$ cat config.mk
export PLATFORM = sky130hd
export DESIGN_NAME = eac_top
export DESIGN_NICKNAME = d
export VERILOG_FILES = /design/src/hdl/eac_pkg.sv /design/src/hdl/eac_top.sv
export SDC_FILE = /design/constraint.sdc
export NUM_CORES = 2
export LEC_CHECK = 0
export ABC_AREA = 0
export BUFFER_PORTS_ARGS = -buffer_cell sky130_fd_sc_hd__buf_4
export CAP_MARGIN = 30
export CORE_MARGIN = 2
export CORE_UTILIZATION = 39
export CTS_CLUSTER_SIZE = 10
export DETAILED_ROUTE_END_ITERATION = 16
export HOLD_SLACK_MARGIN = 0.03
export PLACE_DENSITY = 0.58
export SLEW_MARGIN = 20
export SYNTH_ARGS = -nofsm -noshare
export SYNTH_HDL_FRONTEND = slang
export SYNTH_SLANG_ARGS = --single-unit
$ cat constraint.sdc
create_clock -name clk_sys -period 5.3 [get_ports clk_sys]
set_input_delay 0.795 -clock clk_sys [delete_from_list [all_inputs] [get_ports clk_sys]]
set_output_delay 0.795 -clock clk_sys [all_outputs]
set_load 0.05 [all_outputs]
$ cat src/hdl/eac_pkg.sv
// Constants, types and register map of the EEPROM access controller
// ============================================================
// Overview of operation
// - Low data register, eight bits read/write, holds the byte moved, resets to zero.
// - Low address register, eight bits read/write, selects the byte, resets to zero.
// - High data register keeps bits 5..0; bits 7..6 always read zero.
// - High address register keeps bits 4..0; bits 7..5 always read zero.
// - Control bit 7 selects program space when one; bits 6..4 read zero.
// - Control bit 3 sets when a write is cut short by the pin, watchdog or brownout reset; power-on reset clears it.
// - Control bit 2 allows write cycles; zero blocks every data write.
// - Control bit 1 starts a write; software only sets, hardware clears at end.
// - Control bit 0 starts a read; software only sets, hardware clears it.
// - A triggered data read lands in the low data register next cycle.
// - Low data register holds the read value until next read or write.
// - Write starts only after 55h then AAh to unlock port, then write go.
// - Write go cannot be set unless write allow is already one.
// - Hardware never clears write allow; only software changes it.
// - A started write completes even if write allow is cleared meanwhile.
// - On completion write go clears and the write done flag sets.
// - Unlock port stores nothing, reads all zeros, serves the unlock only.
// - Write done flag lives in the second peripheral flag register.
// - Data memory holds 256 bytes, addresses 00h to FFh via low address.
// - A byte write erases the location first; an internal timer paces it.
package eac_pkg;

  // ============================================================
  // Register map
  localparam int ADDR_W = 3;
  localparam logic [ADDR_W-1:0] OFS_DATA_LOW = 3'h0;
  localparam logic [ADDR_W-1:0] OFS_ADDR_LOW = 3'h1;
  localparam logic [ADDR_W-1:0] OFS_DATA_HIGH = 3'h2;
  localparam logic [ADDR_W-1:0] OFS_ADDR_HIGH = 3'h3;
  localparam logic [ADDR_W-1:0] OFS_CONTROL = 3'h4;
  localparam logic [ADDR_W-1:0] OFS_UNLOCK = 3'h5;
  localparam logic [ADDR_W-1:0] OFS_PFLAGS2 = 3'h6;

  // ============================================================
  // Field layout
  localparam int CTL_SPACE = 7;
  localparam int CTL_ABORT = 3;
  localparam int CTL_ALLOW = 2;
  localparam int CTL_WGO = 1;
  localparam int CTL_RGO = 0;
  localparam int PF2_DONE = 4;
  localparam int DATA_HIGH_W = 6;
  localparam int ADDR_HIGH_W = 5;
  localparam int PGM_DATA_W = 14;
  localparam int PGM_ADDR_W = 13;
  localparam int MEM_DEPTH = 256;

  // ============================================================
  // Values
  localparam logic [7:0] BYTE_ZERO = 8'h00;
  localparam logic [7:0] BYTE_ERASED = 8'hFF;
  localparam logic [7:0] UNLOCK_FIRST = 8'h55;
  localparam logic [7:0] UNLOCK_SECOND = 8'hAA;

  // ============================================================
  // Timing
  localparam int CLK_MHZ = 10;

  // ============================================================
  // Types
  typedef enum logic [1:0] {
    EAC_LOCKED,
    EAC_SAW_FIRST,
    EAC_ARMED
  } eac_unlock_t;

  typedef enum logic [1:0] {
    EAC_IDLE,
    EAC_ERASE,
    EAC_PROGRAM
  } eac_wstate_t;

  typedef struct packed {
    logic [ADDR_W-1:0] addr;
    logic [7:0] wdata;
    logic wr;
    logic rd;
  } eac_bus_req_t;

  typedef struct packed {
    logic ext_pin;
    logic watchdog;
    logic brownout;
  } eac_reset_src_t;

endpackage

$ cat src/hdl/eac_top.sv
// EEPROM access controller: register file, unlock, read path, timed byte write
`timescale 1ns/1ps
`default_nettype none
module eac_top #(
  parameter int WRITE_TIME_US = 4000,
  parameter int WRITE_CYCLES = WRITE_TIME_US * eac_pkg::CLK_MHZ
) (
  // Clock and reset
  input wire logic clk_sys,
  input wire logic rst,
  // Other reset sources, synchronous levels
  input wire eac_pkg::eac_reset_src_t reset_src,
  // Register port
  input wire eac_pkg::eac_bus_req_t bus_req,
  output logic [7:0] bus_rdata,
  // Program memory read port
  output logic [eac_pkg::PGM_ADDR_W-1:0] pgm_addr,
  input wire logic [eac_pkg::PGM_DATA_W-1:0] pgm_rdata,
  // Status
  output logic write_done_flag,
  output logic write_busy
);
  import eac_pkg::*;

  localparam int CNT_W = $clog2(WRITE_CYCLES + 1);
  localparam logic [CNT_W-1:0] CNT_LAST = CNT_W'(WRITE_CYCLES - 1);
  localparam logic [CNT_W-1:0] CNT_HALF = CNT_W'(WRITE_CYCLES / 2);
  localparam logic [CNT_W-1:0] CNT_ZERO = '0;

  // ============================================================
  // Storage
  logic [7:0] mem_data_low_r;
  logic [DATA_HIGH_W-1:0] mem_data_high_r;
  logic [7:0] mem_addr_low_r;
  logic [ADDR_HIGH_W-1:0] mem_addr_high_r;
  logic space_select_r;
  logic write_abort_flag_r;
  logic write_allow_r;
  logic write_go_r;
  logic read_go_r;
  logic write_done_r;
  logic [7:0] rdata_r;
  logic [7:0] array_r [MEM_DEPTH];
  logic [7:0] wr_addr_r;
  logic [7:0] wr_data_r;
  logic [CNT_W-1:0] cnt_r;
  eac_unlock_t unlock_r;
  eac_unlock_t unlock_nxt;
  eac_wstate_t wstate_r;

  // ============================================================
  // Decode
  function automatic logic hit(input eac_bus_req_t req, input logic [ADDR_W-1:0] ofs);
    hit = req.wr && (req.addr == ofs);
  endfunction

  logic reset_any;
  logic wr_data_low;
  logic wr_addr_low;
  logic wr_data_high;
  logic wr_addr_high;
  logic wr_control;
  logic wr_unlock;
  logic wr_pflags2;
  logic space_nxt;
  logic read_start;
  logic write_start;
  logic write_end;

  // Other reset sources also clear the block, but mark an interrupted write
  assign reset_any = rst | reset_src.ext_pin | reset_src.watchdog | reset_src.brownout;
  assign wr_data_low = hit(bus_req, OFS_DATA_LOW);
  assign wr_addr_low = hit(bus_req, OFS_ADDR_LOW);
  assign wr_data_high = hit(bus_req, OFS_DATA_HIGH);
  assign wr_addr_high = hit(bus_req, OFS_ADDR_HIGH);
  assign wr_control = hit(bus_req, OFS_CONTROL);
  assign wr_unlock = hit(bus_req, OFS_UNLOCK);
  assign wr_pflags2 = hit(bus_req, OFS_PFLAGS2);
  assign space_nxt = bus_req.wdata[CTL_SPACE];

  // Starts are ignored while a write runs
  assign read_start = wr_control && bus_req.wdata[CTL_RGO] && !write_go_r;
  // Allow is the value already held, not the one in this same write
  assign write_start = wr_control && bus_req.wdata[CTL_WGO] && !write_go_r
    && write_allow_r
    && (unlock_r == EAC_ARMED)
    && !space_nxt;
  assign write_end = (wstate_r == EAC_PROGRAM) && (cnt_r == CNT_LAST);

  // ============================================================
  // Unlock sequence
  // Any bus write other than the expected next step or a repeated 55h drops the sequence
  always_comb begin
    unlock_nxt = unlock_r;
    if (bus_req.wr) begin
      unique case (unlock_r)
        EAC_LOCKED: begin
          if (wr_unlock && bus_req.wdata == UNLOCK_FIRST) begin
            unlock_nxt = EAC_SAW_FIRST;
          end
        end
        EAC_SAW_FIRST: begin
          if (wr_unlock && bus_req.wdata == UNLOCK_SECOND) begin
            unlock_nxt = EAC_ARMED;
          end else if (wr_unlock && bus_req.wdata == UNLOCK_FIRST) begin
            unlock_nxt = EAC_SAW_FIRST;
          end else begin
            unlock_nxt = EAC_LOCKED;
          end
        end
        EAC_ARMED: begin
          // Consumed by the next bus write, whatever register it hits
          unlock_nxt = EAC_LOCKED;
        end
        default: begin
          unlock_nxt = EAC_LOCKED;
        end
      endcase
    end
  end

  always_ff @(posedge clk_sys) begin
    if (reset_any) begin
      unlock_r <= EAC_LOCKED;
    end else begin
      unlock_r <= unlock_nxt;
    end
  end

  // ============================================================
  // Address registers
  always_ff @(posedge clk_sys) begin
    if (reset_any) begin
      mem_addr_low_r <= BYTE_ZERO;
    end else if (wr_addr_low) begin
      mem_addr_low_r <= bus_req.wdata;
    end
  end

  always_ff @(posedge clk_sys) begin
    if (reset_any) begin
      mem_addr_high_r <= '0;
    end else if (wr_addr_high) begin
      mem_addr_high_r <= bus_req.wdata[ADDR_HIGH_W-1:0];
    end
  end

  assign pgm_addr = {mem_addr_high_r, mem_addr_low_r};

  // ============================================================
  // Data registers
  // Read data is loaded on the edge that takes the start, so the very
  // next bus read already sees it
  always_ff @(posedge clk_sys) begin
    if (reset_any) begin
      mem_data_low_r <= BYTE_ZERO;
    end else if (read_start && !space_nxt) begin
      mem_data_low_r <= array_r[mem_addr_low_r];
    end else if (read_start) begin
      mem_data_low_r <= pgm_rdata[7:0];
    end else if (wr_data_low) begin
      mem_data_low_r <= bus_req.wdata;
    end
  end

  always_ff @(posedge clk_sys) begin
    if (reset_any) begin
      mem_data_high_r <= '0;
    end else if (read_start && space_nxt) begin
      mem_data_high_r <= pgm_rdata[PGM_DATA_W-1:8];
    end else if (wr_data_high) begin
      mem_data_high_r <= bus_req.wdata[DATA_HIGH_W-1:0];
    end
  end

  // ============================================================
  // Control register
  always_ff @(posedge clk_sys) begin
    if (reset_any) begin
      space_select_r <= 1'b0;
    end else if (wr_control) begin
      space_select_r <= space_nxt;
    end
  end

  // Only software moves the allow bit, even mid write
  always_ff @(posedge clk_sys) begin
    if (reset_any) begin
      write_allow_r <= 1'b0;
    end else if (wr_control) begin
      write_allow_r <= bus_req.wdata[CTL_ALLOW];
    end
  end

  logic write_abort_flag_nxt;
  always_comb begin
    write_abort_flag_nxt = write_abort_flag_r;
    if (reset_any && write_go_r) begin
      write_abort_flag_nxt = 1'b1;
    end else if (!reset_any && wr_control) begin
      write_abort_flag_nxt = bus_req.wdata[CTL_ABORT];
    end
  end

  // Survives the other reset sources so software can retry the byte
  always_ff @(posedge clk_sys) begin
    if (rst) begin
      write_abort_flag_r <= 1'b0;
    end else begin
      write_abort_flag_r <= write_abort_flag_nxt;
    end
  end

  // Software can set go bits, never clear them
  logic write_go_nxt;
  always_comb begin
    write_go_nxt = write_go_r;
    if (write_start) begin
      write_go_nxt = 1'b1;
    end else if (write_end) begin
      write_go_nxt = 1'b0;
    end
  end

  always_ff @(posedge clk_sys) begin
    if (reset_any) begin
      write_go_r <= 1'b0;
    end else begin
      write_go_r <= write_go_nxt;
    end
  end

  always_ff @(posedge clk_sys) begin
    if (reset_any) begin
      read_go_r <= 1'b0;
    end else begin
      read_go_r <= read_start;
    end
  end

  // ============================================================
  // Second peripheral flag register
  // A completion in the same cycle as a software clear keeps the flag set
  logic write_done_nxt;
  always_comb begin
    write_done_nxt = write_done_r;
    if (write_end) begin
      write_done_nxt = 1'b1;
    end else if (wr_pflags2) begin
      write_done_nxt = bus_req.wdata[PF2_DONE];
    end
  end

  always_ff @(posedge clk_sys) begin
    if (reset_any) begin
      write_done_r <= 1'b0;
    end else begin
      write_done_r <= write_done_nxt;
    end
  end

  assign write_done_flag = write_done_r;
  assign write_busy = write_go_r;

  // ============================================================
  // Timed byte write
  // Address and data are latched so later register writes cannot
  // disturb the byte in flight
  always_ff @(posedge clk_sys) begin
    if (reset_any) begin
      wr_addr_r <= BYTE_ZERO;
    end else if (write_start) begin
      wr_addr_r <= mem_addr_low_r;
    end
  end

  always_ff @(posedge clk_sys) begin
    if (reset_any) begin
      wr_data_r <= BYTE_ZERO;
    end else if (write_start) begin
      wr_data_r <= mem_data_low_r;
    end
  end

  always_ff @(posedge clk_sys) begin
    if (reset_any) begin
      wstate_r <= EAC_IDLE;
      cnt_r <= CNT_ZERO;
    end else begin
      unique case (wstate_r)
        EAC_IDLE: begin
          cnt_r <= CNT_ZERO;
          if (write_start) begin
            wstate_r <= EAC_ERASE;
          end
        end
        EAC_ERASE: begin
          cnt_r <= cnt_r + 1'b1;
          if (cnt_r == CNT_HALF) begin
            wstate_r <= EAC_PROGRAM;
          end
        end
        EAC_PROGRAM: begin
          // Allow is not looked at here, the cycle always runs out
          cnt_r <= cnt_r + 1'b1;
          if (write_end) begin
            wstate_r <= EAC_IDLE;
          end
        end
        default: begin
          wstate_r <= EAC_IDLE;
        end
      endcase
    end
  end

  // Only power-on reset erases the array; other resets keep contents,
  // but an interrupted byte may be left erased
  always_ff @(posedge clk_sys) begin
    if (rst) begin
      for (int i = 0; i < MEM_DEPTH; i++) begin
        array_r[i] <= BYTE_ERASED;
      end
    end else if (!reset_any && wstate_r == EAC_ERASE && cnt_r == CNT_HALF) begin
      array_r[wr_addr_r] <= BYTE_ERASED;
    end else if (!reset_any && write_end) begin
      array_r[wr_addr_r] <= wr_data_r;
    end
  end

  // ============================================================
  // Read back
  function automatic logic [7:0] ctl_view(input logic space, input logic abort,
      input logic allow, input logic wgo, input logic rgo);
    ctl_view = BYTE_ZERO;
    ctl_view[CTL_SPACE] = space;
    ctl_view[CTL_ABORT] = abort;
    ctl_view[CTL_ALLOW] = allow;
    ctl_view[CTL_WGO] = wgo;
    ctl_view[CTL_RGO] = rgo;
  endfunction

  logic [7:0] rmux;
  always_comb begin
    rmux = BYTE_ZERO;
    unique case (bus_req.addr)
      OFS_DATA_LOW: rmux = mem_data_low_r;
      OFS_ADDR_LOW: rmux = mem_addr_low_r;
      OFS_DATA_HIGH: rmux = {2'h0, mem_data_high_r};
      OFS_ADDR_HIGH: rmux = {3'h0, mem_addr_high_r};
      OFS_CONTROL: begin
        rmux = ctl_view(space_select_r, write_abort_flag_r, write_allow_r,
          write_go_r, read_go_r);
      end
      OFS_UNLOCK: rmux = BYTE_ZERO;
      OFS_PFLAGS2: rmux[PF2_DONE] = write_done_r;
      default: rmux = BYTE_ZERO;
    endcase
  end

  // Data stand only in the cycle after the read strobe
  logic [7:0] rdata_nxt;
  always_comb begin
    rdata_nxt = BYTE_ZERO;
    if (bus_req.rd) begin
      rdata_nxt = rmux;
    end
  end

  always_ff @(posedge clk_sys) begin
    if (rst) begin
      rdata_r <= BYTE_ZERO;
    end else begin
      rdata_r <= rdata_nxt;
    end
  end

  assign bus_rdata = rdata_r;

endmodule
`default_nettype wire

# Word level (Yosys, flattened, before mapping)
# Memory sizes are Yosys's and may differ from the RTL's. A register that Yosys moved wholly into a read port is not among the register bits.
# Cells that the tools add are included.
# W data, S select, Z words.
# totals
n_memories	1
out_inout_bits	23
register_bits	77
elab_cells	120
ram_bits	2048
inputBits	32
# mem_list
memory	words	word_bits	rd	rd_ports_with_merged_regs	write_ports	line	text
array_r	256	8	1	1	256	eac_top.sv:43	logic [7:0] array_r [MEM_DEPTH];
# classes
reduce_logical	41
add_sub_neg	1
n_eq_ne	18
n_bitwise	5
mux	38
# op_table
op	count
$mux W8	8
$pmux W16 S2	1
$logic_and A1 B1 Y1	24
$pmux W4 S5	1
$mux W1	17
$add A16 B1 Y16 const B	1
$eq A16 B15 Y1 const B	1
$eq A16 B16 Y1 const B	1
$mux W6	2
$pmux W3 S4	1
$mux W2	5
$reduce_bool A2 Y1	5
$eq A3 B3 Y1 const B	3
$eq A8 B7 Y1 const B	1
$eq A8 B8 Y1 const B	1
$ne A2 B2 Y1 const B	4
$reduce_or A8 Y1	1
$eq A3 B2 Y1 const B	2
$pmux W2 S3	1
$pmux W1 S5	1
$eq A2 B1 Y1 const B	2
$eq A2 B2 Y1 const B	2
$logic_not A2 Y1	2
$or A1 B1 Y1	4
9 further kinds	12

# Longest topological paths before layout
# depth
ltp_word	12
depth_mapped	13
mapped_depth_nobuf	9

# Worst setup path after synthesis
# No wires, ideal clock.
# synth_path
path_kind	in2reg
from	input rst
to	memory array_r[43][0], enable pin
t_required_ns	4.974
setup_ns	0.326
arrival_time_ns	3.072
stages	8
setup_slack_ns	1.902
path_cell_list	buf_2 -> or4_1 -> clkbuf_1 -> buf_2 -> clkbuf_1 -> nor4_4 -> buf_2 -> a21o_1
# synth_lines
item	line	text
start, declared	eac_top.sv:10	input wire logic rst,
end, declared	eac_top.sv:43	

==> results.txt <==
The total iterations of the first detailed-routing run came out at 7. After the first detailed-routing iteration, the DRC count stood at 9,222. The layout overhead on the synthesized area is 12.3%.

The cell with the most instances after synthesis is sky130_fd_sc_hd__nand2_1. Synthesis inferred 2,133 register bits. The maximum VDD drop is 0.272 mV. The number of cells on the worst reg-to-reg path is 9. Setup repair after global routing left no endpoint under its margin. The die area is 0.248 sq mm. Across the routed clock network, the largest skew measured is 87.9 ps. The later-pin clock latency in the skew report came out at about 900 ps. The hold buffer count at cts came out at 0. The static leakage is 32.3 nW.

The maximum buffer depth of the clock tree is 3. The most instantiated flip-flop cell in the synthesis netlist is sky130_fd_sc_hd__edfxtp_1. The maximum net fanout on the critical path is 28. In the final design database the tool counted 6,975 nets. By count the netlist is led by 2,132 x sky130_fd_sc_hd__nand2_1, 2,048 x sky130_fd_sc_hd__edfxtp_1, 449 x sky130_fd_sc_hd__mux4_2. The clock net in this run drives a total of 2,133 sinks. The cell family contributing the most delay on the critical path is compound AO/OA/AOI/OAI gates.

The cell with the largest stage delay on the worst path is sky130_fd_sc_hd__dfxtp_4. Summing all non-filler instances in the final layout gives an area of around 0.11 sq mm. In this run the tool buffered the top-level ports with 54 buffer cells. The worst-case headroom to the max-slew limit is approximately 22%. For the worst setup path, the data arrival time is 5120 ps. In this run the clock root is driven by a sky130_fd_sc_hd__clkbuf_16. The register area share after synthesis is roughly 67%. The post-route minimum period came out at 4380 ps. The post-CTS setup-driven buffer insertion count is 0.

The total of warnings raised by yosys is 0. The share of the synthesized area in the top cell type is 64.7%. The routed layout has 62,300 vias. The required time of the critical path is 6040 ps. The count of different cell masters after synthesis is 74. The TritonCTS clock tree is built. The critical path capture point type is a register.

The layout cell share with drive strength beyond 1 came out at 18.4%. The final RePlAce weighted congestion came out at 0.924. The async set or reset register ratio after synthesis came out at 0%. The count of endpoints failing hold in the final timing report is 0.

The total count of max-transition violations in the final report is 0. The number of H-tree levels came out at 4. Summed over all nets, the half-perimeter wirelength after detailed placement is 216 mm. The min-delay analysis places its worst path in the category in2reg. The via count of the first global-routing pass came out at 60,700.

The via density per instance came out at just over 6. The flow ran to the end, and the final reports show no timing, DRC or antenna violations. The worst hold path depth came out at 3.

The initial utilization of the core area, before any placement, comes to 39.1%. The largest total area in the synthesized netlist belongs to sky130_fd_sc_hd__edfxtp_1. The maximum single-stage delay on the critical path is 930 ps. The floorplan step defined a core boundary enclosing 0.243 sq mm.

The number of standard cells after synthesis is 6,982. The net count after synthesis came out at 7,021. The post-layout total power came out at roughly 35 mW. The final antenna-violating net count is 0. The post-route worst hold slack is 203 ps. The mean area per synthesized cell came out at between 10 and 15 sq um.

The critical path depth in cells is 9. In this run the core area contains 181 standard-cell rows. Traced cell by cell, the critical path runs through buf_12, buf_4, mux4_2, mux2i_1, o22ai_1, a311oi_1, nand4_1, o21ai_0, o32ai_1. The sum of overflow across all layers after global routing is 0. The post-route fraction of the period consumed by the critical path came out at 82.6%. The first global-routing pass estimated 460 mm of wire. The count of pins on the block boundary is 55. The cell area after synthesis is 0.0950 sq mm.

After detailed routing, the number of remaining DRC violations is 0. The clock transition at the register clock pins on the worst setup and hold paths after CTS is roughly 60 ps. The number of antenna violations at the first check in global routing came out at 19. The floorplan step set the die height to 498 microns. The top achievable clock speed came out at approximately 230 MHz. The number of setup violations in the final report is 0. The standard cell area after detailed placement is 0.0999 sq mm.

The pin count of the biggest net entering global routing is 89. The number of cells upsized or downsized after cts came out at 0. The max-capacitance violation count came out at 0. The critical path in this run is classified as reg2reg.

The width of the chip came out at 498 microns. Sorting the synthesized cells by area gives the leading types as sky130_fd_sc_hd__edfxtp_1 65%, sky130_fd_sc_hd__mux4_2 11%, sky130_fd_sc_hd__nand2_1 8.4%. The final-layout setup total negative slack is 0 ps.

The startpoint class of the critical path is a register. Global routing used around 26% of the available tracks across all layers. After detailed routing, the total wire length is 327 mm.

TritonCTS created roughly 240 clock buffers. The number of buffer and inverter stages on the critical path is 2. The final core utilization is approximately 44%. The number of enable flip-flop cells after synthesis came out at between 2,000 and 2,500. The post-detailed-route wirelength per cell came out at 31.9 microns.

The slew of the pin with the lowest slew margin is 1160 ps. In this run the power density over the cells is 330 mW/mm^2.
## report_power, final
group	switching [mW]	total [mW]	internal (mW)
logic	0.695	1.07	0.378
clock network	6.70	14.9	8.23
registers	0.202	19.2	19.0
## registers in the layout, indices dropped and copies added (netlist names), named ones only
register	count
mem_data_high_r	6
array_r	2048
write_done_flag	1
mem_addr_high_r	5
mem_data_low_r	8
read_go_r	1
wstate_r	2
write_allow_r	1
mem_addr_low_r	8
wr_addr_r	8
unlock_r	2
wr_data_r	8
write_busy	1
bus_rdata	8
write_abort_flag_r	1
cnt_r	16
space_select_r	1
## final timing paths
kind / to / start / slack, ps
worst max-delay path: mem_data_low_r[3] / register / 920
worst min-delay path: mem_addr_low_r[6] / bus_req[8] / 200
worst max register to register: mem_data_low_r[3] / register / 920
worst min register to register: unlock_r[1] / unlock_r[1] / 470
## area by class of cell
cell class                 instances  area (sq um)
antenna                           18          45.0
clock buffer                     312          6240
clock inverter                    24           427
fill                           21700        136000
inverter                          13          51.3
multi-input combinational       4125         28900
sequential                      2133         63200
tap                             3202          4010
timing repair buffer             426          3860
## worst register-to-register path: stages, from the launching register on
cell	delay, ps
sky130_fd_sc_hd__dfxtp_4	930
sky130_fd_sc_hd__buf_12	380
sky130_fd_sc_hd__buf_4	300
sky130_fd_sc_hd__mux4_2	510
sky130_fd_sc_hd__mux2i_1	150
sky130_fd_sc_hd__o22ai_1	150
sky130_fd_sc_hd__a311oi_1	930
sky130_fd_sc_hd__nand4_1	470
sky130_fd_sc_hd__o21ai_0	300
sky130_fd_sc_hd__o32ai_1	100
## kinds of logic after synthesis
logic type / share of synthesized area, %
flops: 66.5
buf+inv: 3.34
simple gates: 12.5
compound gates: 4.34
mux: 13.1
fa+ha+maj: 0.0922
xor+xnor: 0.129
## metrics by stage
step                setup slack (ps)  std cells
floorplan                       1900       6982
global placement                1110       9887
detailed placement              1070       9893
CTS                             1170      10200
global route                    1010      10200
finish                           920      10300
## cells in the final DEF, fill, tap and decap left out, drive strengths merged, types with 41 or more instances in the layout
cell and instances:
a21o 186, a21oi 69, and3 67, buf 426, clkbuf 312, dfxtp 85, edfxtp 2048, mux2i 213
mux4 449, nand2 2132, nand3 105, nor2 240, nor2b 41, nor3 53, o21ai 41, o22ai 64
or2 75
## per-layer routing
metal	track usage, %	vias up	share of wire [%]
met4	11.4	14	5.0
met2	39.9	4018	46
li1	-	25400	-
met5	0	-	0.033
met1	34.7	32000	38
met3	6.81	796	11
Power figures use the tool's default switching activity.
